### src/rtl/sptc_pkg.sv
// Overview of operation
// - parent timestamps each child's latest poll and drops silent children after timeout.
// - child poll timeout is three times sleep_period by sleep_count, at least 5 s.
// - free child entry count can be read at any time.
// - after RF data, poll fast, then lengthen interval stepwise back to poll_rate, or to 100 ms while wake timer runs.
// - unacknowledged transmission is resent at most twice more; acknowledgment stops it.
// - per-attempt timeout is 3 times (50 times hop_limit plus 1.2 times sleep_period).
// - awake indicator asserts once per sleep_count cycles, or sooner on RF data.
// - sleep_select 4 means cyclic sleep; 5 adds wake from the sleep request pin.
// - sleep_options 0x04 sleeps sleep_period times sleep_count before waking.
// - sleep_options 0x06 extends sleep and stays awake full wake_time after waking.
// - sample_interval 0x800 sends exactly one sample after waking.
// - while wake timer runs, sample every sample_interval; stop when it expires.
// - sampling needs an enabled line; line value 3 is a monitored input.
// - sleep_now command enters sleep at once, ignoring the wake timer.
// - children sleeping under 30 s stay reachable through parent buffering.
// - parent buffers child data 1.2 times sleep_period, clamped to 1.2..30 s.
// - while wake timer runs, poll parent every 100 ms; stop when it expires.
// - three consecutive unacknowledged polls mean parent lost; start parent search.
package sptc_pkg;
	// clock and tick timing
	localparam int CLK_MHZ = 250;
	localparam int MS_NS = 1000000;
	localparam int MS_CYCLES = MS_NS / 1000 * CLK_MHZ / 1000;
	localparam int TEN_MS_TICKS = 10;
	// timeout arithmetic, all results in ms
	localparam int SP_UNIT_MS = 10;
	localparam int POLL_TO_MULT = 3;
	localparam int POLL_TO_MIN_S = 5;
	localparam int POLL_TO_MIN_MS = POLL_TO_MIN_S * 1000;
	localparam int TX_MULT = 3;
	localparam int TX_HOP_MS = 50;
	localparam int HOLD_NUM = 12;
	localparam int HOLD_DEN = 10;
	localparam int HOLD_MS_PER_SP = HOLD_NUM * SP_UNIT_MS / HOLD_DEN;
	localparam int BUF_MIN_MS = 1200;
	localparam int BUF_MAX_S = 30;
	localparam int BUF_MAX_MS = BUF_MAX_S * 1000;
	localparam int POLL_WAKE_MS = 100;
	localparam int ADAPT_MIN_MS = 10;
	localparam int MISS_LIMIT = 3;
	localparam int TX_RETRIES = 2;
	// mode encodings
	localparam logic [2:0] SEL_CYCLIC = 3'h4;
	localparam logic [2:0] SEL_CYCLIC_PIN = 3'h5;
	localparam logic [7:0] OPT_EXT = 8'h04;
	localparam logic [7:0] OPT_EXT_WAKE = 8'h06;
	localparam logic [15:0] SAMPLE_ONCE = 16'h0800;
	localparam logic [3:0] LINE_ANALOG = 4'h2;
	localparam logic [3:0] LINE_MON = 4'h3;
	// register byte offsets
	localparam logic [7:0] OFS_SP = 8'h00;
	localparam logic [7:0] OFS_SN = 8'h04;
	localparam logic [7:0] OFS_ST = 8'h08;
	localparam logic [7:0] OFS_IR = 8'h0C;
	localparam logic [7:0] OFS_PO = 8'h10;
	localparam logic [7:0] OFS_NH = 8'h14;
	localparam logic [7:0] OFS_MODE = 8'h18;
	localparam logic [7:0] OFS_CMD = 8'h1C;
	localparam logic [7:0] OFS_STAT = 8'h20;
	localparam logic [7:0] OFS_VALID = 8'h24;
	localparam logic [7:0] OFS_POLLTO = 8'h28;
	localparam logic [7:0] OFS_TXTO = 8'h2C;
	localparam logic [7:0] OFS_BUFTO = 8'h30;
	// command bits
	localparam int CMD_SLEEP_BIT = 0;
	localparam int CMD_TX_BIT = 1;
	localparam int CMD_LOSTCLR_BIT = 2;
	// reset values
	localparam logic [15:0] RST_SP = 16'h0020;
	localparam logic [15:0] RST_SN = 16'h0001;
	localparam logic [15:0] RST_ST = 16'h1388;
	localparam logic [15:0] RST_IR = 16'h0000;
	localparam logic [15:0] RST_PO = 16'h0064;
	localparam logic [7:0] RST_NH = 8'h1E;
	// end device states, gray along off, sleep, wake
	typedef enum logic [1:0] {
		ED_OFF = 2'b00,
		ED_SLEEP = 2'b01,
		ED_WAKE = 2'b11
	} sptc_ed_t;
endpackage : sptc_pkg

### src/rtl/sptc_top.sv
// The Wishbone register port and the placing of the registers are this design's own decisions.
`timescale 1ns/1ps
`default_nettype none
module sptc_top
	import sptc_pkg::*;
#(
	parameter int NCHILD = 8,
	parameter int CIDW = 3,
	parameter int MS_CYC = MS_CYCLES
)
(
	input wire logic mclk,
	input wire logic rst,
	input wire logic wb_cyc_i,
	input wire logic wb_stb_i,
	input wire logic wb_we_i,
	input wire logic [7:0] wb_adr_i,
	input wire logic [31:0] wb_dat_i,
	input wire logic [3:0] wb_sel_i,
	output logic [31:0] wb_dat_o,
	output logic wb_ack_o,
	input wire logic rf_rx,
	input wire logic poll_ack,
	input wire logic pin_wake,
	output logic awake_indicator,
	output logic poll_req,
	output logic sample_req,
	output logic parent_search,
	input wire logic child_poll,
	input wire logic child_join,
	input wire logic [CIDW-1:0] child_id,
	output logic child_drop,
	input wire logic tx_ack,
	output logic tx_attempt,
	output logic tx_busy,
	output logic tx_fail,
	output logic tx_done,
	input wire logic buf_store,
	input wire logic buf_take,
	output logic buf_expire
);
	logic tick_ms, tick_10ms;
	logic [15:0] sp_q, sp_d, sn_q, sn_d, st_q, st_d, ir_q, ir_d, po_q, po_d;
	logic [7:0] nh_q, nh_d, opt_q, opt_d;
	logic [2:0] sel_q, sel_d;
	logic [3:0] line1_q, line1_d;
	logic ack_q, ack_d;
	logic [31:0] rdat_q, rdat_d, m, mw;
	logic wb_wr, sleep_now, tx_start, lost_clr;
	logic [39:0] poll_to_ms, tx_to_ms, hold_raw;
	logic [15:0] buf_ms;
	logic [31:0] sleep_len;
	sptc_ed_t st_ed_q, st_ed_d;
	logic [15:0] cyc_q, cyc_d, ivl_q, ivl_d, reg_ivl;
	logic awake_q, awake_d, pend_q, pend_d, lost_q, lost_d;
	logic [1:0] miss_q, miss_d;
	logic poll_q, poll_d, smp_q, smp_d, srch_q, srch_d;
	logic sl_load, wk_load, wk_stop, pl_load, sm_load, sm_stop;
	logic sl_exp, wk_run, wk_exp, pl_exp, sm_exp, pl_run, sm_run, sl_run;
	logic cyclic, ext, smp_en, ind;
	logic [NCHILD-1:0] valid_q, valid_d, c_load, c_exp;
	logic drop_q, drop_d;
	logic [7:0] free_cnt;
	logic [1:0] att_q, att_d;
	logic busy_q, busy_d, fail_q, fail_d, done_q, done_d, txa_q, txa_d;
	logic tx_load, tx_stop, tx_exp, tx_run, bf_run;

	sptc_tick #(.MS_CYC(MS_CYC), .TEN(TEN_MS_TICKS)) u_tick (
		.mclk(mclk), .rst(rst), .tick_ms(tick_ms), .tick_10ms(tick_10ms));

	// derived timeouts in ms
	always_comb
	begin
		poll_to_ms = 40'(sp_q) * 40'(sn_q) * 40'(POLL_TO_MULT * SP_UNIT_MS);
		if (poll_to_ms < 40'(POLL_TO_MIN_MS))
			poll_to_ms = 40'(POLL_TO_MIN_MS);
		tx_to_ms = 40'(TX_MULT) * (40'(TX_HOP_MS) * 40'(nh_q)
			+ 40'(HOLD_MS_PER_SP) * 40'(sp_q));
		hold_raw = 40'(HOLD_MS_PER_SP) * 40'(sp_q);
		if (hold_raw < 40'(BUF_MIN_MS))
			buf_ms = 16'(BUF_MIN_MS);
		else if (hold_raw > 40'(BUF_MAX_MS))
			buf_ms = 16'(BUF_MAX_MS);
		else
			buf_ms = hold_raw[15:0];
		ext = (opt_q == OPT_EXT) || (opt_q == OPT_EXT_WAKE);
		sleep_len = ext ? 32'(sp_q) * 32'(sn_q) : 32'(sp_q);
		cyclic = (sel_q == SEL_CYCLIC) || (sel_q == SEL_CYCLIC_PIN);
		smp_en = (ir_q != 16'h0)
			&& ((line1_q == LINE_MON) || (line1_q == LINE_ANALOG));
	end

	// wishbone slave: ack one cycle after the request, writes land on the ack edge
	always_comb
	begin
		m = {{8{wb_sel_i[3]}}, {8{wb_sel_i[2]}}, {8{wb_sel_i[1]}},
			{8{wb_sel_i[0]}}};
		mw = ({12'h0, line1_q, opt_q, 5'h0, sel_q} & ~m) | (wb_dat_i & m);
		wb_wr = wb_cyc_i && wb_stb_i && wb_we_i && ack_q;
		ack_d = wb_cyc_i && wb_stb_i && !ack_q;
		sp_d = sp_q;
		sn_d = sn_q;
		st_d = st_q;
		ir_d = ir_q;
		po_d = po_q;
		nh_d = nh_q;
		sel_d = sel_q;
		opt_d = opt_q;
		line1_d = line1_q;
		sleep_now = 1'b0;
		tx_start = 1'b0;
		lost_clr = 1'b0;
		if (wb_wr)
		begin
			case (wb_adr_i)
			OFS_SP: sp_d = (sp_q & ~m[15:0]) | (wb_dat_i[15:0] & m[15:0]);
			OFS_SN: sn_d = (sn_q & ~m[15:0]) | (wb_dat_i[15:0] & m[15:0]);
			OFS_ST: st_d = (st_q & ~m[15:0]) | (wb_dat_i[15:0] & m[15:0]);
			OFS_IR: ir_d = (ir_q & ~m[15:0]) | (wb_dat_i[15:0] & m[15:0]);
			OFS_PO: po_d = (po_q & ~m[15:0]) | (wb_dat_i[15:0] & m[15:0]);
			OFS_NH: nh_d = (nh_q & ~m[7:0]) | (wb_dat_i[7:0] & m[7:0]);
			OFS_MODE:
			begin
				sel_d = mw[2:0];
				opt_d = mw[15:8];
				line1_d = mw[19:16];
			end
			OFS_CMD:
			begin
				sleep_now = wb_sel_i[0] && wb_dat_i[CMD_SLEEP_BIT];
				tx_start = wb_sel_i[0] && wb_dat_i[CMD_TX_BIT];
				lost_clr = wb_sel_i[0] && wb_dat_i[CMD_LOSTCLR_BIT];
			end
			default: ;
			endcase
		end
		// reads are sampled when ack rises; unmapped offsets read zero
		rdat_d = rdat_q;
		if (ack_d)
		begin
			case (wb_adr_i)
			OFS_SP: rdat_d = {16'h0, sp_q};
			OFS_SN: rdat_d = {16'h0, sn_q};
			OFS_ST: rdat_d = {16'h0, st_q};
			OFS_IR: rdat_d = {16'h0, ir_q};
			OFS_PO: rdat_d = {16'h0, po_q};
			OFS_NH: rdat_d = {24'h0, nh_q};
			OFS_MODE: rdat_d = {12'h0, line1_q, opt_q, 5'h0, sel_q};
			OFS_STAT: rdat_d = {16'h0, free_cnt, st_ed_q, lost_q, done_q,
				fail_q, busy_q, 1'b0, awake_q};
			OFS_VALID: rdat_d = 32'(valid_q);
			OFS_POLLTO: rdat_d = poll_to_ms[31:0];
			OFS_TXTO: rdat_d = tx_to_ms[31:0];
			OFS_BUFTO: rdat_d = {16'h0, buf_ms};
			default: rdat_d = 32'h0;
			endcase
		end
	end

	always_ff @(posedge mclk or posedge rst)
	begin
		if (rst)
		begin
			sp_q <= RST_SP;
			sn_q <= RST_SN;
			st_q <= RST_ST;
			ir_q <= RST_IR;
			po_q <= RST_PO;
			nh_q <= RST_NH;
			sel_q <= 3'h0;
			opt_q <= 8'h00;
			line1_q <= 4'h0;
			ack_q <= 1'b0;
			rdat_q <= 32'h0;
		end
		else
		begin
			sp_q <= sp_d;
			sn_q <= sn_d;
			st_q <= st_d;
			ir_q <= ir_d;
			po_q <= po_d;
			nh_q <= nh_d;
			sel_q <= sel_d;
			opt_q <= opt_d;
			line1_q <= line1_d;
			ack_q <= ack_d;
			rdat_q <= rdat_d;
		end
	end

	assign wb_ack_o = ack_q;
	assign wb_dat_o = rdat_q;

	// end device timers: sleep in 10 ms units, the rest in ms
	sptc_down_timer #(.W(32)) u_sleep (.mclk(mclk), .rst(rst),
		.load(sl_load), .stop(1'b0), .tick(tick_10ms), .value(sleep_len),
		.running(sl_run), .expired(sl_exp));
	sptc_down_timer #(.W(16)) u_wake (.mclk(mclk), .rst(rst),
		.load(wk_load), .stop(wk_stop), .tick(tick_ms), .value(st_q),
		.running(wk_run), .expired(wk_exp));
	sptc_down_timer #(.W(16)) u_poll (.mclk(mclk), .rst(rst),
		.load(pl_load), .stop(sl_load), .tick(tick_ms), .value(ivl_d),
		.running(pl_run), .expired(pl_exp));
	sptc_down_timer #(.W(16)) u_smp (.mclk(mclk), .rst(rst),
		.load(sm_load), .stop(sm_stop), .tick(tick_ms), .value(ir_q),
		.running(sm_run), .expired(sm_exp));

	// end device sleep, wake, poll and sample sequencing
	always_comb
	begin
		st_ed_d = st_ed_q;
		cyc_d = cyc_q;
		awake_d = awake_q;
		sl_load = 1'b0;
		wk_load = 1'b0;
		wk_stop = 1'b0;
		poll_d = 1'b0;
		smp_d = 1'b0;
		ind = 1'b0;
		reg_ivl = wk_run ? 16'(POLL_WAKE_MS) : po_q;
		case (st_ed_q)
		ED_OFF:
		begin
			awake_d = 1'b1;
			poll_d = pl_exp || !pl_run;
			if (cyclic)
			begin
				st_ed_d = ED_SLEEP;
				sl_load = 1'b1;
				awake_d = 1'b0;
				poll_d = 1'b0;
			end
		end
		ED_SLEEP:
		begin
			awake_d = 1'b0;
			if (!cyclic)
				st_ed_d = ED_OFF;
			else if (sl_exp || (sel_q == SEL_CYCLIC_PIN && pin_wake))
			begin
				ind = ext || pin_wake || (cyc_q + 16'h1 >= sn_q);
				cyc_d = ind ? 16'h0 : cyc_q + 16'h1;
				awake_d = ind;
				st_ed_d = ED_WAKE;
				poll_d = 1'b1;
				wk_load = ind && (opt_q == OPT_EXT_WAKE || smp_en);
				smp_d = ind && smp_en;
			end
		end
		ED_WAKE:
		begin
			if (sleep_now || wk_exp || (!wk_run && pl_exp))
			begin
				st_ed_d = ED_SLEEP;
				sl_load = 1'b1;
				wk_stop = 1'b1;
				awake_d = 1'b0;
			end
			else
			begin
				if (rf_rx)
				begin
					awake_d = 1'b1;
					wk_load = 1'b1;
				end
				poll_d = wk_run && pl_exp;
				smp_d = wk_run && smp_en && sm_exp
					&& (ir_q != SAMPLE_ONCE);
			end
		end
		default:
			st_ed_d = ED_OFF;
		endcase
		// data restarts the poll timer so the short interval acts at once
		pl_load = poll_d || (rf_rx && st_ed_q != ED_SLEEP && !sl_load);
		sm_load = smp_d && (ir_q != SAMPLE_ONCE);
		sm_stop = sl_load;
		// adaptive polling: fast after data, doubling back to regular
		ivl_d = ivl_q;
		if (rf_rx)
			ivl_d = 16'(ADAPT_MIN_MS);
		else if (poll_d && ivl_q < reg_ivl)
			ivl_d = (ivl_q > (reg_ivl >> 1)) ? reg_ivl : ivl_q << 1;
		else if (poll_d)
			ivl_d = reg_ivl;
		// parent link watch: new poll while the previous is unacked counts a miss
		pend_d = pend_q && !poll_ack;
		miss_d = poll_ack ? 2'h0 : miss_q;
		srch_d = 1'b0;
		if (poll_d)
		begin
			pend_d = 1'b1;
			if (pend_q && !poll_ack)
			begin
				if (miss_q == 2'(MISS_LIMIT - 1))
				begin
					srch_d = 1'b1;
					miss_d = 2'h0;
				end
				else
					miss_d = miss_q + 2'h1;
			end
		end
		lost_d = srch_d || (lost_q && !lost_clr);
	end

	always_ff @(posedge mclk or posedge rst)
	begin
		if (rst)
		begin
			st_ed_q <= ED_OFF;
			cyc_q <= 16'h0;
			awake_q <= 1'b0;
			ivl_q <= 16'(POLL_WAKE_MS);
			pend_q <= 1'b0;
			miss_q <= 2'h0;
			poll_q <= 1'b0;
			smp_q <= 1'b0;
			srch_q <= 1'b0;
			lost_q <= 1'b0;
		end
		else
		begin
			st_ed_q <= st_ed_d;
			cyc_q <= cyc_d;
			awake_q <= awake_d;
			ivl_q <= ivl_d;
			pend_q <= pend_d;
			miss_q <= miss_d;
			poll_q <= poll_d;
			smp_q <= smp_d;
			srch_q <= srch_d;
			lost_q <= lost_d;
		end
	end

	assign awake_indicator = awake_q;
	assign poll_req = poll_q;
	assign sample_req = smp_q;
	assign parent_search = srch_q;

	// parent side: one poll timeout timer per child table entry
	genvar gi;
	generate
		for (gi = 0; gi < NCHILD; gi++)
		begin : g_child
			assign c_load[gi] = (child_poll || child_join)
				&& (child_id == CIDW'(gi));
			sptc_down_timer #(.W(40)) u_ct (.mclk(mclk), .rst(rst),
				.load(c_load[gi]), .stop(1'b0), .tick(tick_ms),
				.value(poll_to_ms), .running(), .expired(c_exp[gi]));
		end
	endgenerate

	sptc_down_timer #(.W(40)) u_tx (.mclk(mclk), .rst(rst),
		.load(tx_load), .stop(tx_stop), .tick(tick_ms), .value(tx_to_ms),
		.running(tx_run), .expired(tx_exp));
	// buffered frames are held long enough for short sleepers to poll
	sptc_down_timer #(.W(16)) u_buf (.mclk(mclk), .rst(rst),
		.load(buf_store), .stop(buf_take), .tick(tick_ms), .value(buf_ms),
		.running(bf_run), .expired(buf_expire));

	// child table upkeep and transmission retries
	always_comb
	begin
		valid_d = (valid_q & ~c_exp) | c_load;
		drop_d = |(c_exp & ~c_load);
		free_cnt = 8'h0;
		for (int i = 0; i < NCHILD; i++)
			free_cnt = free_cnt + {7'h0, !valid_q[i]};
		att_d = att_q;
		busy_d = busy_q;
		fail_d = fail_q;
		done_d = done_q;
		txa_d = 1'b0;
		tx_load = 1'b0;
		tx_stop = 1'b0;
		if (tx_start && !busy_q)
		begin
			busy_d = 1'b1;
			fail_d = 1'b0;
			done_d = 1'b0;
			att_d = 2'h1;
			tx_load = 1'b1;
			txa_d = 1'b1;
		end
		else if (busy_q && tx_ack)
		begin
			busy_d = 1'b0;
			done_d = 1'b1;
			tx_stop = 1'b1;
		end
		else if (busy_q && tx_exp)
		begin
			if (att_q < 2'(1 + TX_RETRIES))
			begin
				att_d = att_q + 2'h1;
				tx_load = 1'b1;
				txa_d = 1'b1;
			end
			else
			begin
				busy_d = 1'b0;
				fail_d = 1'b1;
			end
		end
	end

	always_ff @(posedge mclk or posedge rst)
	begin
		if (rst)
		begin
			valid_q <= '0;
			drop_q <= 1'b0;
			att_q <= 2'h0;
			busy_q <= 1'b0;
			fail_q <= 1'b0;
			done_q <= 1'b0;
			txa_q <= 1'b0;
		end
		else
		begin
			valid_q <= valid_d;
			drop_q <= drop_d;
			att_q <= att_d;
			busy_q <= busy_d;
			fail_q <= fail_d;
			done_q <= done_d;
			txa_q <= txa_d;
		end
	end

	assign child_drop = drop_q;
	assign tx_attempt = txa_q;
	assign tx_busy = busy_q;
	assign tx_fail = fail_q;
	assign tx_done = done_q;
endmodule : sptc_top
`default_nettype wire

### src/rtl/sptc_tick.sv
`timescale 1ns/1ps
`default_nettype none
module sptc_tick
	import sptc_pkg::*;
#(
	parameter int MS_CYC = MS_CYCLES,
	parameter int TEN = TEN_MS_TICKS
)
(
	input wire logic mclk,
	input wire logic rst,
	output logic tick_ms,
	output logic tick_10ms
);
	logic [31:0] cnt_q, cnt_d;
	logic [7:0] div_q, div_d;
	logic ms_q, ms_d, ten_q, ten_d;

	// one prescaler feeds every timer so all counts share one time base
	always_comb
	begin
		cnt_d = cnt_q + 32'h1;
		div_d = div_q;
		ms_d = 1'b0;
		ten_d = 1'b0;
		if (cnt_q == 32'(MS_CYC - 1))
		begin
			cnt_d = 32'h0;
			ms_d = 1'b1;
			div_d = div_q + 8'h1;
			if (div_q == 8'(TEN - 1))
			begin
				div_d = 8'h0;
				ten_d = 1'b1;
			end
		end
	end

	always_ff @(posedge mclk or posedge rst)
	begin
		if (rst)
		begin
			cnt_q <= 32'h0;
			div_q <= 8'h0;
			ms_q <= 1'b0;
			ten_q <= 1'b0;
		end
		else
		begin
			cnt_q <= cnt_d;
			div_q <= div_d;
			ms_q <= ms_d;
			ten_q <= ten_d;
		end
	end

	assign tick_ms = ms_q;
	assign tick_10ms = ten_q;
endmodule : sptc_tick
`default_nettype wire

### src/rtl/sptc_down_timer.sv
`timescale 1ns/1ps
`default_nettype none
module sptc_down_timer
#(
	parameter int W = 16
)
(
	input wire logic mclk,
	input wire logic rst,
	input wire logic load,
	input wire logic stop,
	input wire logic tick,
	input wire logic [W-1:0] value,
	output logic running,
	output logic expired
);
	logic [W-1:0] cnt_q, cnt_d;
	logic exp_q, exp_d;

	// load beats stop beats tick; a zero load still waits one tick
	always_comb
	begin
		cnt_d = cnt_q;
		exp_d = 1'b0;
		if (load)
			cnt_d = (value == '0) ? W'(1) : value;
		else if (stop)
			cnt_d = '0;
		else if (tick && cnt_q != '0)
		begin
			cnt_d = cnt_q - W'(1);
			exp_d = (cnt_q == W'(1));
		end
	end

	always_ff @(posedge mclk or posedge rst)
	begin
		if (rst)
		begin
			cnt_q <= '0;
			exp_q <= 1'b0;
		end
		else
		begin
			cnt_q <= cnt_d;
			exp_q <= exp_d;
		end
	end

	assign running = (cnt_q != '0);
	assign expired = exp_q;
endmodule : sptc_down_timer
`default_nettype wire

### config.mk
export PLATFORM = sky130hd
export DESIGN_NAME = sptc_top
export DESIGN_NICKNAME = d
export VERILOG_FILES = /design/src/rtl/sptc_pkg.sv /design/src/rtl/sptc_top.sv /design/src/rtl/sptc_tick.sv /design/src/rtl/sptc_down_timer.sv
export SDC_FILE = /design/constraint.sdc
export NUM_CORES = 2
export LEC_CHECK = 0
export BUFFER_PORTS_ARGS = -buffer_cell sky130_fd_sc_hd__buf_4
export CAP_MARGIN = 40
export CORE_UTILIZATION = 55
export CTS_BUF_LIST = sky130_fd_sc_hd__clkbuf_8 sky130_fd_sc_hd__clkbuf_16
export DETAILED_ROUTE_END_ITERATION = 8
export PLACE_DENSITY = 0.71
export SYNTH_ARGS = -nofsm -noshare
export SYNTH_HDL_FRONTEND = slang
export SYNTH_SLANG_ARGS = --single-unit
### constraint.sdc
create_clock -name mclk -period 33.1 [get_ports mclk]
set_clock_uncertainty 0.15 [all_clocks]
set_input_delay 6.62 -clock mclk [delete_from_list [all_inputs] [get_ports mclk]]
set_output_delay 6.62 -clock mclk [all_outputs]
set_load 0.005 [all_outputs]
==> results.json <==
{
  "fill_cells": 8191,
  "synth_top_cell_by_area": "dfrtp_1",
  "critPathKind": "flop to flop",
  "grt_first_pass_wirelength_mm": 250,
  "synth_common_cells": "nand2_1, dfrtp_1, nor2_1",
  "crit_path_end": "g_child[6].u_ct.cnt_q[5]",
  "die_width_microns": 315,
  "core.rowCount": 114,
  "slowest_delay_ps": 830,
  "ioPinCount": 103,
  "cts_buffer_depth": 3,
  "htreeDepth": 3,
  "clk_pin_slew_ps": 60,
  "clock-sinks": 705,
  "gp_congestion": 0.955,
  "peakVddDrop_mv": 0.0331,
  "max_cap_violations": 0,
  "crit_family": "adder cells",
  "cts_tree": "yes",
  "critPathBufInv": 8,
  "postSynthCellCount": 6049,
  "maxSlewHeadroom": 0.265,
  "synth_xor_area_frac": 0.0922,
  "leakage_nw": 27.3,
  "tightest_slew_ps": 1100,
  "drc_errors": 26,
  "dp_slack_ps": 20740,
  "syn_area_sq_um": 54000,
  "multi_input_area_sq_um": 33900,
  "setup_ws_ps": 20520,
  "chipHeight_microns": 315,
  "clk_latency_ps": 670,
  "synthAdderAreaFrac": 0.168,
  "synth-simple-area-share": 0.198,
  "fp.coreArea_sq_um": 97000,
  "period_share": 0.380,
  "synthDominantCellAreaShare": 0.319,
  "syn_avg_cell_area_sq_um": 8.93,
  "tns_ps": 0,
  "regArea_sq_um": 17700,
  "violations": "design-rule violations",
  "critPathCaptureType": "flop",
  "path_depth": 36,
  "io_buffers": 89,
  "nets": 6727,
  "pwr-share-seq": 0.437,
  "rsz0062_at_grt": "no",
  "startpoint_type": "flop",
  "ys_warn_count": 0,
  "synth-async-reset-ratio": 1.00,
  "drt_iter0_markers": 4450,
  "cts_resized": 0,
  "reg2reg_setup_slack_ps": 20520,
  "hold_viol_final": 0,
  "synth_compound_area_frac": 0.135,
  "outcome": "finished with violations",
  "drive_above_1_share": 0.0916,
  "drtPass1Iterations": 9,
  "p_switching_mw": 0.541,
  "ys_seq_elements": 705,
  "setup_viol": 0,
  "p_total_mw": 2.07,
  "netlist_top_cells_area": "dfrtp_1, fa_1, ha_1",
  "via_per_inst": 6.13,
  "comb_power_share": 0.099,
  "crit_fanout": 45,
  "crit_required_ps": 33500,
  "grt_pass1_vias": 44100,
  "synth_top_flop_cell": "dfrtp_1",
  "syn_to_final_growth_pct": 10.1,
  "antenna_found_initial": 3,
  "reg2regPathDepth": 36,
  "yosys-mux-area-fraction": 0.0302,
  "gr-total-overflow": 0,
  "routed_wl_mm": 158,
  "yosysUniqueCellTypes": 97,
  "p_int_mw": 1.53,
  "timing.rr.end": "g_child[6].u_ct.cnt_q[5]",
  "globalRouteTotalUtil": 0.320,
  "grt_start_max_net_pins": 172,
  "synth_edf_count": 0,
  "drt-wirelength-per-cell_microns": 21.3,
  "drv_slew": 0,
  "ant_nets": 0,
  "min_period_ps": 12580,
  "dieArea_sq_um": 99500,
  "cts_made_buffers": 79,
  "cpMostUsedCell": "fa_1",
  "worstPathArrival_ps": 12980,
  "hpwlAfterDp_mm": 114,
  "root_buffer": "clkbuf_16",
  "clockPowerShare": 0.464,
  "synth_fp_nets": 6679,
  "cts_post_setup_buffers_inserted": 0,
  "swShare": 0.261,
  "hp-class": "flop to flop",
  "start_util": 0.557,
  "cellPowerDensity_nw_per_um2": 34.8,
  "max_freq_mhz": 79.5,
  "synth_seq_area_share": 0.327,
  "synth.most_common_cell": "nand2_1",
  "ctsHoldBuffers": 0,
  "vias": 45600,
  "synth_top_family_by_area": "simple AND/OR/NAND/NOR gates",
  "crit_slowest_cell": "dfrtp_1"
}
## kinds of logic (layout without fill, tap and decap cells)
family	Yosys count	count (layout)
AND/OR/NAND/NOR	2224	2224
XOR/XNOR	568	568
flip-flops	705	705
adder cells (fa/ha/maj)	573	573
multiplexers	147	147
AO/OA/AOI/OAI	1133	1133
other	0	7
buffers and inverters	699	810
## worst reg2reg max path: cells and delay by family, from the launching register on
family,cells,cell delay [ps]
simple gates,8,2540
flops,1,830
compound gates,7,2190
fa+ha+maj,9,4200
xor+xnor,4,1280
buf+inv,8,1270
## layout make-up
type                    instances  area share
multi-input cells            4645       0.570
flip-flops and latches        705       0.297
clock buffers                  97      0.0374
inverters                     466      0.0295
repair buffers                200      0.0289
well taps                    1276      0.0268
clock inverters                47      0.0103
diodes                          7    0.000294
## placed cells by master (no fill, tap or decap), types with 44 or more instances in the layout
cell type | synthesis | routed
o22ai_1 | 85 | 85
nand2_1 | 734 | 734
a31oi_1 | 70 | 70
nor3_1 | 207 | 204
fa_1 | 258 | 258
nor2_1 | 498 | 492
xnor2_1 | 347 | 340
ha_1 | 312 | 312
or3_1 | 78 | 78
xor2_1 | 220 | 214
clkbuf_16 | 0 | 79
and2_1 | 108 | 108
buf_4 | 0 | 182
mux2_2 | 128 | 128
inv_1 | 462 | 478
or4_1 | 53 | 52
o21ai_0 | 359 | 358
dfrtp_1 | 688 | 687
a21oi_1 | 191 | 190
a22oi_1 | 44 | 44
nor4_1 | 118 | 117
nand2b_1 | 51 | 51
nand3_1 | 130 | 130
a21o_1 | 51 | 51
nand4_1 | 50 | 50
## power by group through the flow
stage / Sequential (mW) / Combinational, mW / Clock, mW
after floorplan: 0.913 / 0.144 / 0
after global placement: 0.918 / 0.197 / 0
after detailed placement: 0.919 / 0.203 / 0
after CTS: 0.904 / 0.204 / 0.973
after global routing: 0.906 / 0.229 / 1.01
final: 0.904 / 0.206 / 0.961
## worst min path at each step
stage                  to                    start  depth (start not counted)
2_1_floorplan  valid_q[2]  g_child[2].u_ct.expired                          1
3_3_place_gp   valid_q[5]  g_child[5].u_ct.expired                          1
3_5_place_dp   valid_q[5]  g_child[5].u_ct.expired                          1
4_1_cts        valid_q[5]  g_child[5].u_ct.expired                          1
5_1_grt        valid_q[5]  g_child[5].u_ct.expired                          1
6_report       valid_q[5]  g_child[5].u_ct.expired                          1
## metrics by stage
stage	hold WS [ps]	utilization	area, sq um	cells
floorplan	274	-	54000	6049
global placement	298	0.580	56300	7271
detailed placement	295	0.584	56600	7292
CTS	301	0.613	59500	7436
global route	329	0.613	59500	7437
finish	303	0.613	59500	7443
## metal layers
layer,share of wire,global-route usage
met5,0.000082,0
met2,0.45,0.503
met1,0.43,0.446
met3,0.083,0.0535
met4,0.039,0.115
No activity file was read; power rests on OpenSTA's default activity.
